$ cat config.mk
export PLATFORM = sky130hd
export DESIGN_NAME = chs_sequencer
export DESIGN_NICKNAME = d
export VERILOG_FILES = /design/src/hw/chs_pkg.sv /design/src/hw/chs_tmr_if.sv /design/src/hw/chs_timer.sv /design/src/hw/chs_sequencer.sv
export VERILOG_INCLUDE_DIRS = /design/src /design/src/hw
export SDC_FILE = /design/constraint.sdc
export NUM_CORES = 1
export LEC_CHECK = 0
export CORE_UTILIZATION = 50
export DETAILED_ROUTE_END_ITERATION = 6
export DONT_BUFFER_PORTS = 1
export PLACE_DENSITY = 0.79
export RECOVER_POWER = 25
export SLEW_MARGIN = 10
export SYNTH_ARGS = -nofsm -noshare
export SYNTH_HDL_FRONTEND = slang
export SYNTH_HIERARCHICAL = 1
export SYNTH_SLANG_ARGS = --single-unit
$ cat constraint.sdc
create_clock -name pclk -period 3.1 [get_ports pclk]
set_clock_uncertainty 0.1 [all_clocks]
set_input_delay 0.93 -clock pclk [delete_from_list [all_inputs] [get_ports pclk]]
set_output_delay 0.93 -clock pclk [all_outputs]
set_load 0.005 [all_outputs]
$ cat src/hw/chs_params.svh
`ifndef CHS_PARAMS_SVH
`define CHS_PARAMS_SVH

// ----------------------------------------------------------------
// Register offsets (byte addresses)
// ----------------------------------------------------------------
`define CHS_OFF_CTRL 12'h000
`define CHS_OFF_T1 12'h004
`define CHS_OFF_T2 12'h008
`define CHS_OFF_STAT 12'h00C
`define CHS_OFF_ELAP 12'h010

// ----------------------------------------------------------------
// Field positions and reset values
// ----------------------------------------------------------------
`define CHS_CTRL_RUN_BIT 0
`define CHS_CTRL_RST 32'h0000_0001
`define CHS_T1_RST 32'h0000_1000
`define CHS_T2_RST 32'h0000_2000

// ----------------------------------------------------------------
// Charge current command codes (fraction of the constant current)
// ----------------------------------------------------------------
`define CHS_CUR_OFF 2'h0
`define CHS_CUR_PRE 2'h1
`define CHS_CUR_CC 2'h2
`define CHS_CUR_CV 2'h3

// ----------------------------------------------------------------
// Timing: the first timer spans 1/8 (prequal), 1 (CV), 1/2 (top-off)
// ----------------------------------------------------------------
`define CHS_PRE_SHIFT 3
`define CHS_TOP_SHIFT 1

`endif

$ cat src/hw/chs_pkg.sv
package chs_pkg;

  // ----------------------------------------------------------------
  // Sequencer states
  // ----------------------------------------------------------------
  typedef enum logic [2:0] {
    CHS_RESET = 3'b000,
    CHS_PREQUAL = 3'b001,
    CHS_CC = 3'b010,
    CHS_CV = 3'b011,
    CHS_TOPOFF = 3'b100,
    CHS_DONE = 3'b101,
    CHS_FAULT = 3'b110
  } chs_state_t;

endpackage : chs_pkg

$ cat src/hw/chs_tmr_if.sv
`timescale 1ns/100ps

// Timer control between sequencer and phase timer
interface chs_tmr_if #(parameter int W = 32);
  logic clear;
  logic run;
  logic [W-1:0] limit;
  logic expired;
  logic [W-1:0] count;
  modport seq (output clear, output run, output limit, input expired, input count);
  modport tmr (input clear, input run, input limit, output expired, output count);
endinterface : chs_tmr_if

$ cat src/hw/chs_timer.sv
`timescale 1ns/100ps

module chs_timer #(
  parameter int W = 32
) (
  // Clock and reset
  input wire logic pclk,
  input wire logic presetn,
  // Control
  chs_tmr_if.tmr t
);

  typedef struct packed {
    logic [W-1:0] count;
    logic expired;
  } chs_tmr_state_t;

  chs_tmr_state_t r;
  chs_tmr_state_t next_r;

  initial begin
    if (W < 4 || W > 32) $error("chs_timer: W out of range");
  end

  // Count while running, hold while paused, clear on request
  always_comb begin
    next_r = r;
    if (t.clear) begin
      next_r.count = '0;
      next_r.expired = 1'b0;
    end else if (t.run && !r.expired) begin
      if (r.count + 1'b1 >= t.limit) begin
        next_r.expired = 1'b1;
      end
      next_r.count = W'(r.count + 1'b1);
    end
  end

  // State register
  always_ff @(posedge pclk or negedge presetn) begin
    if (!presetn) begin
      r <= '0;
    end else begin
      r <= next_r;
    end
  end

  assign t.expired = r.expired;
  assign t.count = r.count;

endmodule : chs_timer

$ cat src/hw/chs_sequencer.sv
// The register offsets and register access over APB were decided locally.
`timescale 1ns/100ps
`include "chs_params.svh"

module chs_sequencer #(
  parameter int TW = 32
) (
  // Clock and reset
  input wire logic pclk,
  input wire logic presetn,
  // APB slave
  input wire logic psel,
  input wire logic penable,
  input wire logic pwrite,
  input wire logic [11:0] paddr,
  input wire logic [31:0] pwdata,
  output logic [31:0] prdata,
  output logic pready,
  output logic pslverr,
  // Comparator results from the analog front end
  input wire logic batt_above_uv,
  input wire logic batt_at_reg,
  input wire logic chg_below_10pct,
  input wire logic batt_below_rechg,
  input wire logic batt_over_ov,
  input wire logic low_headroom,
  input wire logic temp_ok,
  // Charger command and indicators
  output logic [1:0] chg_cmd,
  output logic cc_phase_flag_n,
  output logic cv_phase_flag_n,
  output logic abnormal_end_n
);

  // ----------------------------------------------------------------
  // Elaboration checks
  // ----------------------------------------------------------------
  initial begin
    if (TW < 8 || TW > 32) $error("chs_sequencer: TW out of range");
  end

  // ----------------------------------------------------------------
  // Input synchronisers (pins from the analog side)
  // ----------------------------------------------------------------
  localparam int NI = 7;
  logic [NI-1:0] pin_raw;
  logic [NI-1:0] sync1;
  logic [NI-1:0] sync2;
  assign pin_raw = {batt_above_uv, batt_at_reg, chg_below_10pct, batt_below_rechg,
                    batt_over_ov, low_headroom, temp_ok};

  // Two-flop synchroniser per input bit
  genvar gi;
  generate
    for (gi = 0; gi < NI; gi++) begin : g_sync
      always_ff @(posedge pclk or negedge presetn) begin
        if (!presetn) begin
          sync1[gi] <= 1'b0;
          sync2[gi] <= 1'b0;
        end else begin
          sync1[gi] <= pin_raw[gi];
          sync2[gi] <= sync1[gi];
        end
      end
    end
  endgenerate

  logic s_uv_ok;
  logic s_reg;
  logic s_low_i;
  logic s_rechg;
  logic s_ov;
  logic s_headroom;
  logic s_temp;
  assign {s_uv_ok, s_reg, s_low_i, s_rechg, s_ov, s_headroom, s_temp} = sync2;

  // ----------------------------------------------------------------
  // State
  // ----------------------------------------------------------------
  typedef struct packed {
    chs_pkg::chs_state_t state;
    logic run_request;
    logic [TW-1:0] t1_limit;
    logic [TW-1:0] t2_limit;
    logic [1:0] chg_cmd;
    logic cc_n;
    logic cv_n;
    logic fault_n;
    logic [31:0] prdata;
    logic pready;
    logic pslverr;
  } chs_seq_state_t;

  chs_seq_state_t r;
  chs_seq_state_t next_r;

  // ----------------------------------------------------------------
  // Phase timers
  // ----------------------------------------------------------------
  chs_tmr_if #(.W(TW)) t1 ();
  chs_tmr_if #(.W(TW)) t2 ();

  chs_timer #(.W(TW)) u_short_phase_timer (
    .pclk(pclk),
    .presetn(presetn),
    .t(t1.tmr)
  );

  chs_timer #(.W(TW)) u_cc_phase_timer (
    .pclk(pclk),
    .presetn(presetn),
    .t(t2.tmr)
  );

  logic state_change;
  logic restart;
  assign restart = r.run_request || s_headroom || s_ov;
  assign state_change = (next_r.state != r.state);

  // Timer control: both cleared in reset, the first also at every phase change, paused when hot/cold
  always_comb begin
    t1.clear = (r.state == chs_pkg::CHS_RESET) || state_change;
    t2.clear = (r.state == chs_pkg::CHS_RESET);
    t1.run = s_temp && (r.state == chs_pkg::CHS_PREQUAL || r.state == chs_pkg::CHS_CV
             || r.state == chs_pkg::CHS_TOPOFF);
    t2.run = s_temp && (r.state == chs_pkg::CHS_CC);
    t2.limit = r.t2_limit;
    // Phase span derived from the first setting
    unique case (r.state)
      chs_pkg::CHS_PREQUAL: t1.limit = r.t1_limit >> `CHS_PRE_SHIFT;
      chs_pkg::CHS_TOPOFF: t1.limit = r.t1_limit >> `CHS_TOP_SHIFT;
      default: t1.limit = r.t1_limit;
    endcase
  end

  // ----------------------------------------------------------------
  // Sequencer, outputs and APB slave
  // ----------------------------------------------------------------
  logic apb_wr;
  logic apb_rd;
  // Write lands at the edge where pready is seen high
  assign apb_wr = psel && penable && pwrite && r.pready;
  assign apb_rd = psel && !penable;

  always_comb begin
    next_r = r;
    // Phase transitions
    if (restart) begin
      next_r.state = chs_pkg::CHS_RESET;
    end else begin
      unique case (r.state)
        chs_pkg::CHS_RESET: next_r.state = chs_pkg::CHS_PREQUAL;
        chs_pkg::CHS_PREQUAL: begin
          if (s_uv_ok && s_temp) begin
            next_r.state = chs_pkg::CHS_CC;
          end else if (t1.expired) begin
            next_r.state = chs_pkg::CHS_FAULT;
          end
        end
        chs_pkg::CHS_CC: begin
          if (s_reg && s_temp) begin
            next_r.state = chs_pkg::CHS_CV;
          end else if (t2.expired) begin
            next_r.state = chs_pkg::CHS_FAULT;
          end
        end
        chs_pkg::CHS_CV: begin
          if ((s_low_i && s_temp) || t1.expired) begin
            next_r.state = chs_pkg::CHS_TOPOFF;
          end
        end
        chs_pkg::CHS_TOPOFF: begin
          if (t1.expired) begin
            next_r.state = chs_pkg::CHS_DONE;
          end
        end
        chs_pkg::CHS_DONE: begin
          if (s_rechg) begin
            next_r.state = chs_pkg::CHS_RESET;
          end
        end
        chs_pkg::CHS_FAULT: next_r.state = chs_pkg::CHS_FAULT;
        default: next_r.state = chs_pkg::CHS_RESET;
      endcase
    end

    // Outputs follow the next state so they line up with it
    next_r.chg_cmd = `CHS_CUR_OFF;
    next_r.cc_n = 1'b1;
    next_r.cv_n = 1'b1;
    next_r.fault_n = 1'b1;
    unique case (next_r.state)
      chs_pkg::CHS_PREQUAL: begin
        next_r.chg_cmd = s_temp ? `CHS_CUR_PRE : `CHS_CUR_OFF;
        next_r.cc_n = 1'b0;
      end
      chs_pkg::CHS_CC: begin
        next_r.chg_cmd = s_temp ? `CHS_CUR_CC : `CHS_CUR_OFF;
        next_r.cc_n = 1'b0;
      end
      chs_pkg::CHS_CV: begin
        next_r.chg_cmd = s_temp ? `CHS_CUR_CV : `CHS_CUR_OFF;
        next_r.cv_n = 1'b0;
      end
      chs_pkg::CHS_TOPOFF: begin
        next_r.chg_cmd = s_temp ? `CHS_CUR_CV : `CHS_CUR_OFF;
      end
      chs_pkg::CHS_FAULT: begin
        next_r.fault_n = 1'b0;
      end
      default: begin
        next_r.chg_cmd = `CHS_CUR_OFF;
      end
    endcase

    // APB: access phase with one wait state, pready held one cycle
    next_r.pready = psel && penable && !r.pready;
    next_r.pslverr = 1'b0;
    if (apb_wr) begin
      unique case (paddr)
        `CHS_OFF_CTRL: next_r.run_request = pwdata[`CHS_CTRL_RUN_BIT];
        `CHS_OFF_T1: next_r.t1_limit = pwdata[TW-1:0];
        `CHS_OFF_T2: next_r.t2_limit = pwdata[TW-1:0];
        default: next_r.run_request = r.run_request; // Read-only or unmapped: ignored
      endcase
    end
    if (apb_rd) begin
      unique case (paddr)
        `CHS_OFF_CTRL: next_r.prdata = {31'h0000_0000, r.run_request};
        `CHS_OFF_T1: next_r.prdata = 32'(r.t1_limit);
        `CHS_OFF_T2: next_r.prdata = 32'(r.t2_limit);
        `CHS_OFF_STAT: next_r.prdata = {20'h0_0000, 1'b0, sync2, s_temp,
                                         r.state};
        `CHS_OFF_ELAP: next_r.prdata = 32'((r.state == chs_pkg::CHS_CC) ? t2.count : t1.count);
        default: next_r.prdata = 32'h0000_0000;
      endcase
      next_r.pslverr = 1'b0;
    end
    // Error flag decided one edge ahead so it stands with pready
    if (psel && penable && !r.pready) begin
      unique case (paddr)
        `CHS_OFF_CTRL, `CHS_OFF_T1, `CHS_OFF_T2, `CHS_OFF_STAT, `CHS_OFF_ELAP:
          next_r.pslverr = 1'b0;
        default: next_r.pslverr = 1'b1;
      endcase
    end
  end

  // State register
  always_ff @(posedge pclk or negedge presetn) begin
    if (!presetn) begin
      r.state <= chs_pkg::CHS_RESET;
      r.run_request <= 1'(`CHS_CTRL_RST);
      r.t1_limit <= TW'(`CHS_T1_RST);
      r.t2_limit <= TW'(`CHS_T2_RST);
      r.chg_cmd <= `CHS_CUR_OFF;
      r.cc_n <= 1'b1;
      r.cv_n <= 1'b1;
      r.fault_n <= 1'b1;
      r.prdata <= 32'h0000_0000;
      r.pready <= 1'b0;
      r.pslverr <= 1'b0;
    end else begin
      r <= next_r;
    end
  end

  // Ports straight from flops
  assign prdata = r.prdata;
  assign pready = r.pready;
  assign pslverr = r.pslverr;
  assign chg_cmd = r.chg_cmd;
  assign cc_phase_flag_n = r.cc_n;
  assign cv_phase_flag_n = r.cv_n;
  assign abnormal_end_n = r.fault_n;

endmodule : chs_sequencer

== Word level (Yosys, flattened, before mapping) ==
Cells that the tools add are included.

* $add $sub $neg: 2
* $lt $le $gt $ge: 2
* Equality and inequality tests: 16
* Mux-type cells: 27
* Reductions and logical operators: 36

{| class="wikitable"
|+ Operators by type and width
! cell !! number
|-
| 32-bit case mux with 5 select lines || 1
|-
| 33-bit two-way mux || 4
|-
| 32-bit by 1-bit adder with 32-bit output, second input constant || 2
|-
| 32-bit >= comparator || 2
|-
| 32-bit case mux with 2 select lines || 1
|-
| 32-bit two-way mux || 1
|-
| 12-bit by 4-bit == test with 1-bit output, second input constant || 2
|-
| 3-bit two-way mux || 8
|-
| 3-bit case mux with 7 select lines || 1
|-
| 3-bit == test, second input constant || 5
|-
| 12-bit by 3-bit == test with 1-bit output, second input constant || 1
|-
| 12-bit by 5-bit == test with 1-bit output, second input constant || 1
|-
| 3-bit by 2-bit == test with 1-bit output, second input constant || 4
|-
| 1-bit logical AND || 12
|-
| 12-bit logical NOT || 1
|-
| 2-bit AND reduction || 5
|-
| 1-bit two-way mux || 8
|-
| 2-bit nonzero test || 4
|-
| 3-bit by 1-bit == test with 1-bit output, second input constant || 2
|-
| 1-bit logical OR || 6
|-
| 2-bit case mux with 3 select lines || 1
|-
| 5-bit OR reduction || 1
|-
| 1-bit logical NOT || 4
|-
| 2-bit two-way mux || 2
|-
| 3 further kinds || 4
|}

* Register bits: 187
* Input bits: 56
* Output and inout port bits: 39
* Logic and storage cells: 112

== Longest topological paths before layout ==
* Word-level depth: 9
* Mapped depth: 15
* Depth with buffers taken out: 12

== Hierarchy ==
Netlist, hierarchy kept.

{| class="wikitable"
|+ By module, submodules not included
! module !! instances !! cells each !! area an instance (µm²) !! sequential area each (µm²)
|-
| chs_sequencer || 1 || 599 || 6383.6 || 3035.4
|-
| chs_timer || 2 || 357 || 2935.3 || 825.8
|}

== Worst setup path after synthesis ==
Ideal clock, no wire load.

* Kind: reg2reg
* Start: register r[105] (netlist name)
* End: register u_short_phase_timer.r (netlist bit u_short_phase_timer/t.expired)
* Library setup time: 121 ps
* Arrival time: 2885 ps
* Data required time: 2879 ps
* Setup slack: -6 ps
* Stages on the path, launching flop included: 16
* Path buffers: 3
* Period minus slack after synthesis: 3106 ps
* Path through: dfrtp_1 > clkbuf_1 > nor2_1 > and2_1 > clkbuf_1 > nor2_1 > clkbuf_1 > nand2_1 > nand2_1 > inv_1 > ha_1 > a21oi_1 > o21ai_0 > a2111oi_0 > o211ai_1 > a22o_1

* Elaborated cells between the ends (all ways): 28
* Classes of those cells: order compare: 1; eq/ne: 7; mux: 11; reduce/logical: 9

{| class="wikitable"
|+ RTL lines
! element !! line !! text
|-
| start: declaration || chs_sequencer.sv:94 || <nowiki>chs_seq_state_t r;</nowiki>
|-
| start signal: assignment || chs_sequencer.sv:264 || <nowiki>r <= next_r;</nowiki>
|-
| 3-bit == test / 3-bit by 1-bit == test with 1-bit output (equally long branches) || chs_sequencer.sv:129 || <nowiki>unique case (r.state)</nowiki>
|-
| 32-bit case mux with 2 select lines (*) || chs_sequencer.sv:129 ||
|-
| via t1.limit[19] || chs_tmr_if.sv:7 || <nowiki>logic [W-1:0] limit;</nowiki>
|-
| 32-bit >= comparator (*) || chs_timer.sv:32 || <nowiki>if (r.count + 1'b1 >= t.limit) begin</nowiki>
|-
| 2-bit nonzero test (no source line) (*) || -- ||
|-
| 2-bit AND reduction (no source line) (*) || -- ||
|-
| end signal: assignment || chs_timer.sv:44 || <nowiki>r <= next_r;</nowiki>
|-
| end: declaration || chs_timer.sv:18 || <nowiki>chs_tmr_state_t r;</nowiki>
|}

Mark *: on every way through the listed nets, which the timed path passes. The rest lies on a longest branch.
A chain may end at the register's enable or synchronous reset.

== Final worst setup path ==
* Start: register u_short_phase_timer.r (netlist bit u_short_phase_timer/t.count[1])
* End: register u_short_phase_timer.r (netlist bit u_short_phase_timer/t.expired)

* Word-level cells in the longest chain between the ends: 4

{| class="wikitable"
|+ Ends and longest elaborated chain
! element !! line
|-
| 32-bit by 1-bit adder with 32-bit output || chs_timer.sv:32
|-
| 32-bit >= comparator || chs_timer.sv:32
|-
| 2-bit nonzero test (no source line) || --
|-
| 2-bit AND reduction (no source line) || --
|}

No other way between the ends.

==> impl_summary.log <==
INFO  metric run_status = finished with violations
INFO  metric failed_checks = negative setup slack
INFO  metric numPlacedInstances = 1,620
INFO  metric final_core_utilization = 58.96%
INFO  metric drv.max_cap_violation_count = 0
INFO  metric grt_remaining_overflow = 0
INFO  metric chipHeight = 158.6 µm
INFO  metric num_rows = 56
INFO  metric synth-async-reset-ratio = 100.0%
INFO  metric timing.fmax = between 300 and 400 MHz
INFO  metric worst-path-max-fanout = 11
INFO  metric regMostFlops = r
INFO  metric final_design_area_no_fill = approximately 14,000 µm²
INFO  metric synth_seq_area_share = a little under two fifths
INFO  metric floorplan.die_area = 25,140 µm²
INFO  metric antenna_cells_inserted = 0
INFO  metric synth_enable_flop_cells = 0
INFO  metric final_hpwl_from_detailed_placement = 23,390 µm
INFO  metric setup.worst_path.class = reg2reg
INFO  metric regToRegStartpoint = u_short_phase_timer/t.count[1]
INFO  metric power.ir.vdd_worst = between 0.3 and 0.4 mV
INFO  metric syn_inst = 1,313
INFO  metric post-route-worst-setup-slack = -0.04657 ns
INFO  metric post_synth_num_cell_types = 61
INFO  metric placement.cell_area = 12,920 µm²
INFO  metric grt_start_max_net_pins = ~190
INFO  metric cp_top_family = simple AND/OR/NAND/NOR gates
INFO  metric synth-main-ff-cell = dfrtp_1
INFO  metric rr_endpoint = u_short_phase_timer/t.expired
INFO  metric finalWirelength = 34,760 µm
INFO  metric synth_seq_cells = 187
INFO  metric slowest_stage = dfrtp_2
INFO  metric max-slew-margin-rel = between 40% and 50%
INFO  metric p_per_cell_area = 361.8 nW/µm²
INFO  metric most_area_consuming_cells_after_synthesis = dfrtp_1 (37%), ha_1 (6.7%), nand2_1 (5.1%)
INFO  metric cts_hold_buf = 0
INFO  metric start_kind = register
INFO  metric start_util = around 52%
INFO  metric crit_buf_inv = 1
INFO  metric clock_path_buffers = 2
INFO  metric final.period_utilization = 101.5%
INFO  metric count_of_pins_on_the_block_boundary = 95
INFO  metric final_net_count = 1,469
INFO  metric antenna_violating_nets_post_route = 0
INFO  metric cp-end-kind = register
INFO  metric clk_pin_slew_worst_paths = 0.08 ns
INFO  metric antenna_found_initial = 1
INFO  metric tritoncts_clock_tree = yes
INFO  metric cts_root_buffer = clkbuf_16
INFO  metric largest_register_ff_count = 36
INFO  metric remaining_design_rule_violation_count = 0
INFO  metric timing.critical_path.cells = nand2_2, nor4_4, nand3_2, buf_6, nor2_1, xor2_1, ha_1, nand4_1, nor4_1, a2111oi_1, o211ai_1, a22o_1
INFO  metric post_route_cells_drive_above_1_share = 20.00%
INFO  metric post_drt_wl_per_cell = 20.70 µm
INFO  metric initialDrtViolationCount = around 1,000
INFO  metric max_slew.worst_pin.slew = about 0.86 ns
INFO  metric worst_ep_required_time = 3.34 ns
INFO  metric grt_setup_unrepaired = yes
INFO  metric hold-worst-slack = 0.07966 ns
INFO  metric post_synth.cell_area_avg = 9.333 µm²
INFO  metric gp_congestion = 0.9232
INFO  metric min-delay-path-class = in2async
INFO  metric synthToLayoutAreaGrowth = 14.28%
INFO  metric final.setup.tns = -0.04657 ns
INFO  metric gr-usage-all-layers = 28.03%
INFO  metric cts_buffers = 17
INFO  metric route.vias.total = 10,368
INFO  metric final-max-slew-violation-count = 0
INFO  metric syn_warnings = 6
INFO  metric p_leak = ~6.2 nW
INFO  metric worst-r2r-setup-slack = -0.05 ns
INFO  metric share_of_the_synthesized_area_in_the_top_cell_type = 36.96%
INFO  metric synthesis.nets = 1,435
INFO  metric num-fill-cells = 1,845
INFO  metric port-buffer-count = 0
INFO  metric setup_viol = 1
INFO  metric syn-cell-area = 12,250 µm²
INFO  metric grt_first_pass_wirelength = 53,960 µm
INFO  metric die_width = 158.6 µm
INFO  metric detail_route.first_pass.iterations = 5
INFO  metric cp.arrival = 3.38 ns
INFO  metric netlist.top_cell.by_area = dfrtp_1
INFO  metric clock_insertion_delay_worst_skew = 0.45 ns
INFO  metric cts.sinks = 187
INFO  metric drt-vias-per-instance = 6.175
INFO  metric hold_viol_final = 0
INFO  metric floorplan.core_area = ~24,000 µm²
INFO  metric rr_worst_depth = 12
INFO  metric slowest_delay = ~0.43 ns
INFO  metric final.min_clock_period = 3.147 ns
INFO  metric vias_in_the_first_global_route = 10,146
INFO  metric htreeDepth = 4
INFO  metric final_cells = between 1,500 and 2,000
synth_stat cells (all sizes together), types with 3 or more instances:
library cell / number
dfrtp: 181
xor2: 54
o211ai: 3
a2111oi: 5
nor4: 14
nor4bb: 3
mux2i: 34
or3: 14
nand2b: 8
nand3: 49
dfstp: 6
nor3b: 4
and2: 17
o31ai: 10
o2bb2ai: 23
a22oi: 60
buf: 67
o22ai: 8
inv: 71
nand2: 171
mux2: 69
or4: 13
nand4: 26
a21oi: 55
nor2: 88
a221o: 8
clkbuf: 44
xnor2: 42
ha: 66
o21ai: 32
a211oi: 5
nor3: 18
a22o: 4
and3: 12
nor2b: 11
cell families (layout without fill, tap and decap cells):
kind of cell | count (synthesis) | count (layout) | share of synthesized area (%)
adder cells (fa/ha/maj) | 66 | 66 | 6.739
AO/OA/AOI/OAI | 224 | 224 | 12.44
flip-flops | 187 | 187 | 38.25
XOR/XNOR | 96 | 96 | 6.861
multiplexers | 104 | 104 | 9.302
AND/OR/NAND/NOR | 454 | 454 | 19.23
buffers and inverters | 182 | 229 | 7.188
layout make-up:
class | count | area, µm² | share of cell area, %
clock inverter | 15 | 235.2 | 1.680
tap | 319 | 399.1 | 2.850
clock buffer | 17 | 425.4 | 3.038
inverter | 71 | 266.5 | 1.903
timing repair buffer | 126 | 1064 | 7.594
sequential | 187 | 4697 | 33.54
multi-input combinational | 944 | 6918 | 49.40
worst reg2reg max path, stage by stage (launching register included):
cell	delay [ns]
dfrtp_2	0.43
nand2_2	0.10
nor4_4	0.37
nand3_2	0.17
buf_6	0.18
nor2_1	0.16
xor2_1	0.21
ha_1	0.27
nand4_1	0.12
nor4_1	0.09
a2111oi_1	0.43
o211ai_1	0.18
a22o_1	0.24
cells in the final DEF (no fill, tap or decap), types with 5 or more instances in the layout:
master and instances:
dfrtp_1 173, nand2_1 165, buf_4 111, nor2_1 78
inv_1 68, ha_1 64, a22oi_1 60, a21oi_1 54
xor2_1 52, xnor2_1 41, nand3_1 39, mux2_2 35
mux2_1 34, mux2i_1 34, o21ai_0 29, nand4_1 24
o2bb2ai_1 23, and2_1 17, clkbuf_16 17, or3_1 14
or4_1 13, nor3_1 13, and3_1 11, nor2b_1 10
o31ai_1 10, o22ai_1 8, a221o_1 8, buf_6 8
dfrtp_2 8, nand2b_1 7, buf_12 7, nor2_2 6
nor4_4 6, dfstp_2 6, nand2_2 6, nand3_2 6
nor4_1 5
metrics by stage:
| step | total power, mW | setup WS, ns |
|---|---|---|
| 2_1_floorplan | 2.599 | 0.02108 |
| 3_3_place_gp | 2.653 | 0.06820 |
| 3_5_place_dp | 2.655 | -0.09773 |
| 4_1_cts | 5.087 | 0.002627 |
| 5_1_grt | 5.197 | -0.1360 |
| 6_report | 5.066 | -0.04657 |
report_power, final:
part	internal, mW	switching (mW)	leakage, nW
registers	2.45	0.0112	2.54
logic	0.0475	0.104	3.38
clock network	1.38	1.07	0.318
total	3.88	1.18	6.24
how the worst max path moves through the flow:
stage	start	end	slack, ns	cells past startpoint
2_1_floorplan	r[105]	u_short_phase_timer/t.expired	0.02	15
3_3_place_gp	u_cc_phase_timer/t.count[1]	u_cc_phase_timer/t.expired	0.07	12
3_5_place_dp	u_cc_phase_timer/t.count[6]	u_cc_phase_timer/t.expired	-0.1	12
4_1_cts	u_short_phase_timer/t.count[1]	u_short_phase_timer/t.expired	0.003	12
5_1_grt	u_short_phase_timer/t.count[0]	u_short_phase_timer/t.expired	-0.14	15
6_report	u_short_phase_timer/t.count[1]	u_short_phase_timer/t.expired	-0.05	12
repair_timing:
item	4_1_cts	5_1_grt
endpoints found under the setup margin	2	2
buffers inserted	7	20
pin swaps	4	34
resized for setup	10	52
metal layers:
metal,routed length [µm],vias up,part of all wire (%),GRT usage [%]
met3,2729,99,7.9,5.525
met1,13880,5128,40,35.50
met5,12,-,0.035,0
li1,-,4640,-,-
met4,1123,2,3.2,11.08
met2,17010,499,49,46.93
No activity file was read; power rests on OpenSTA's default activity.
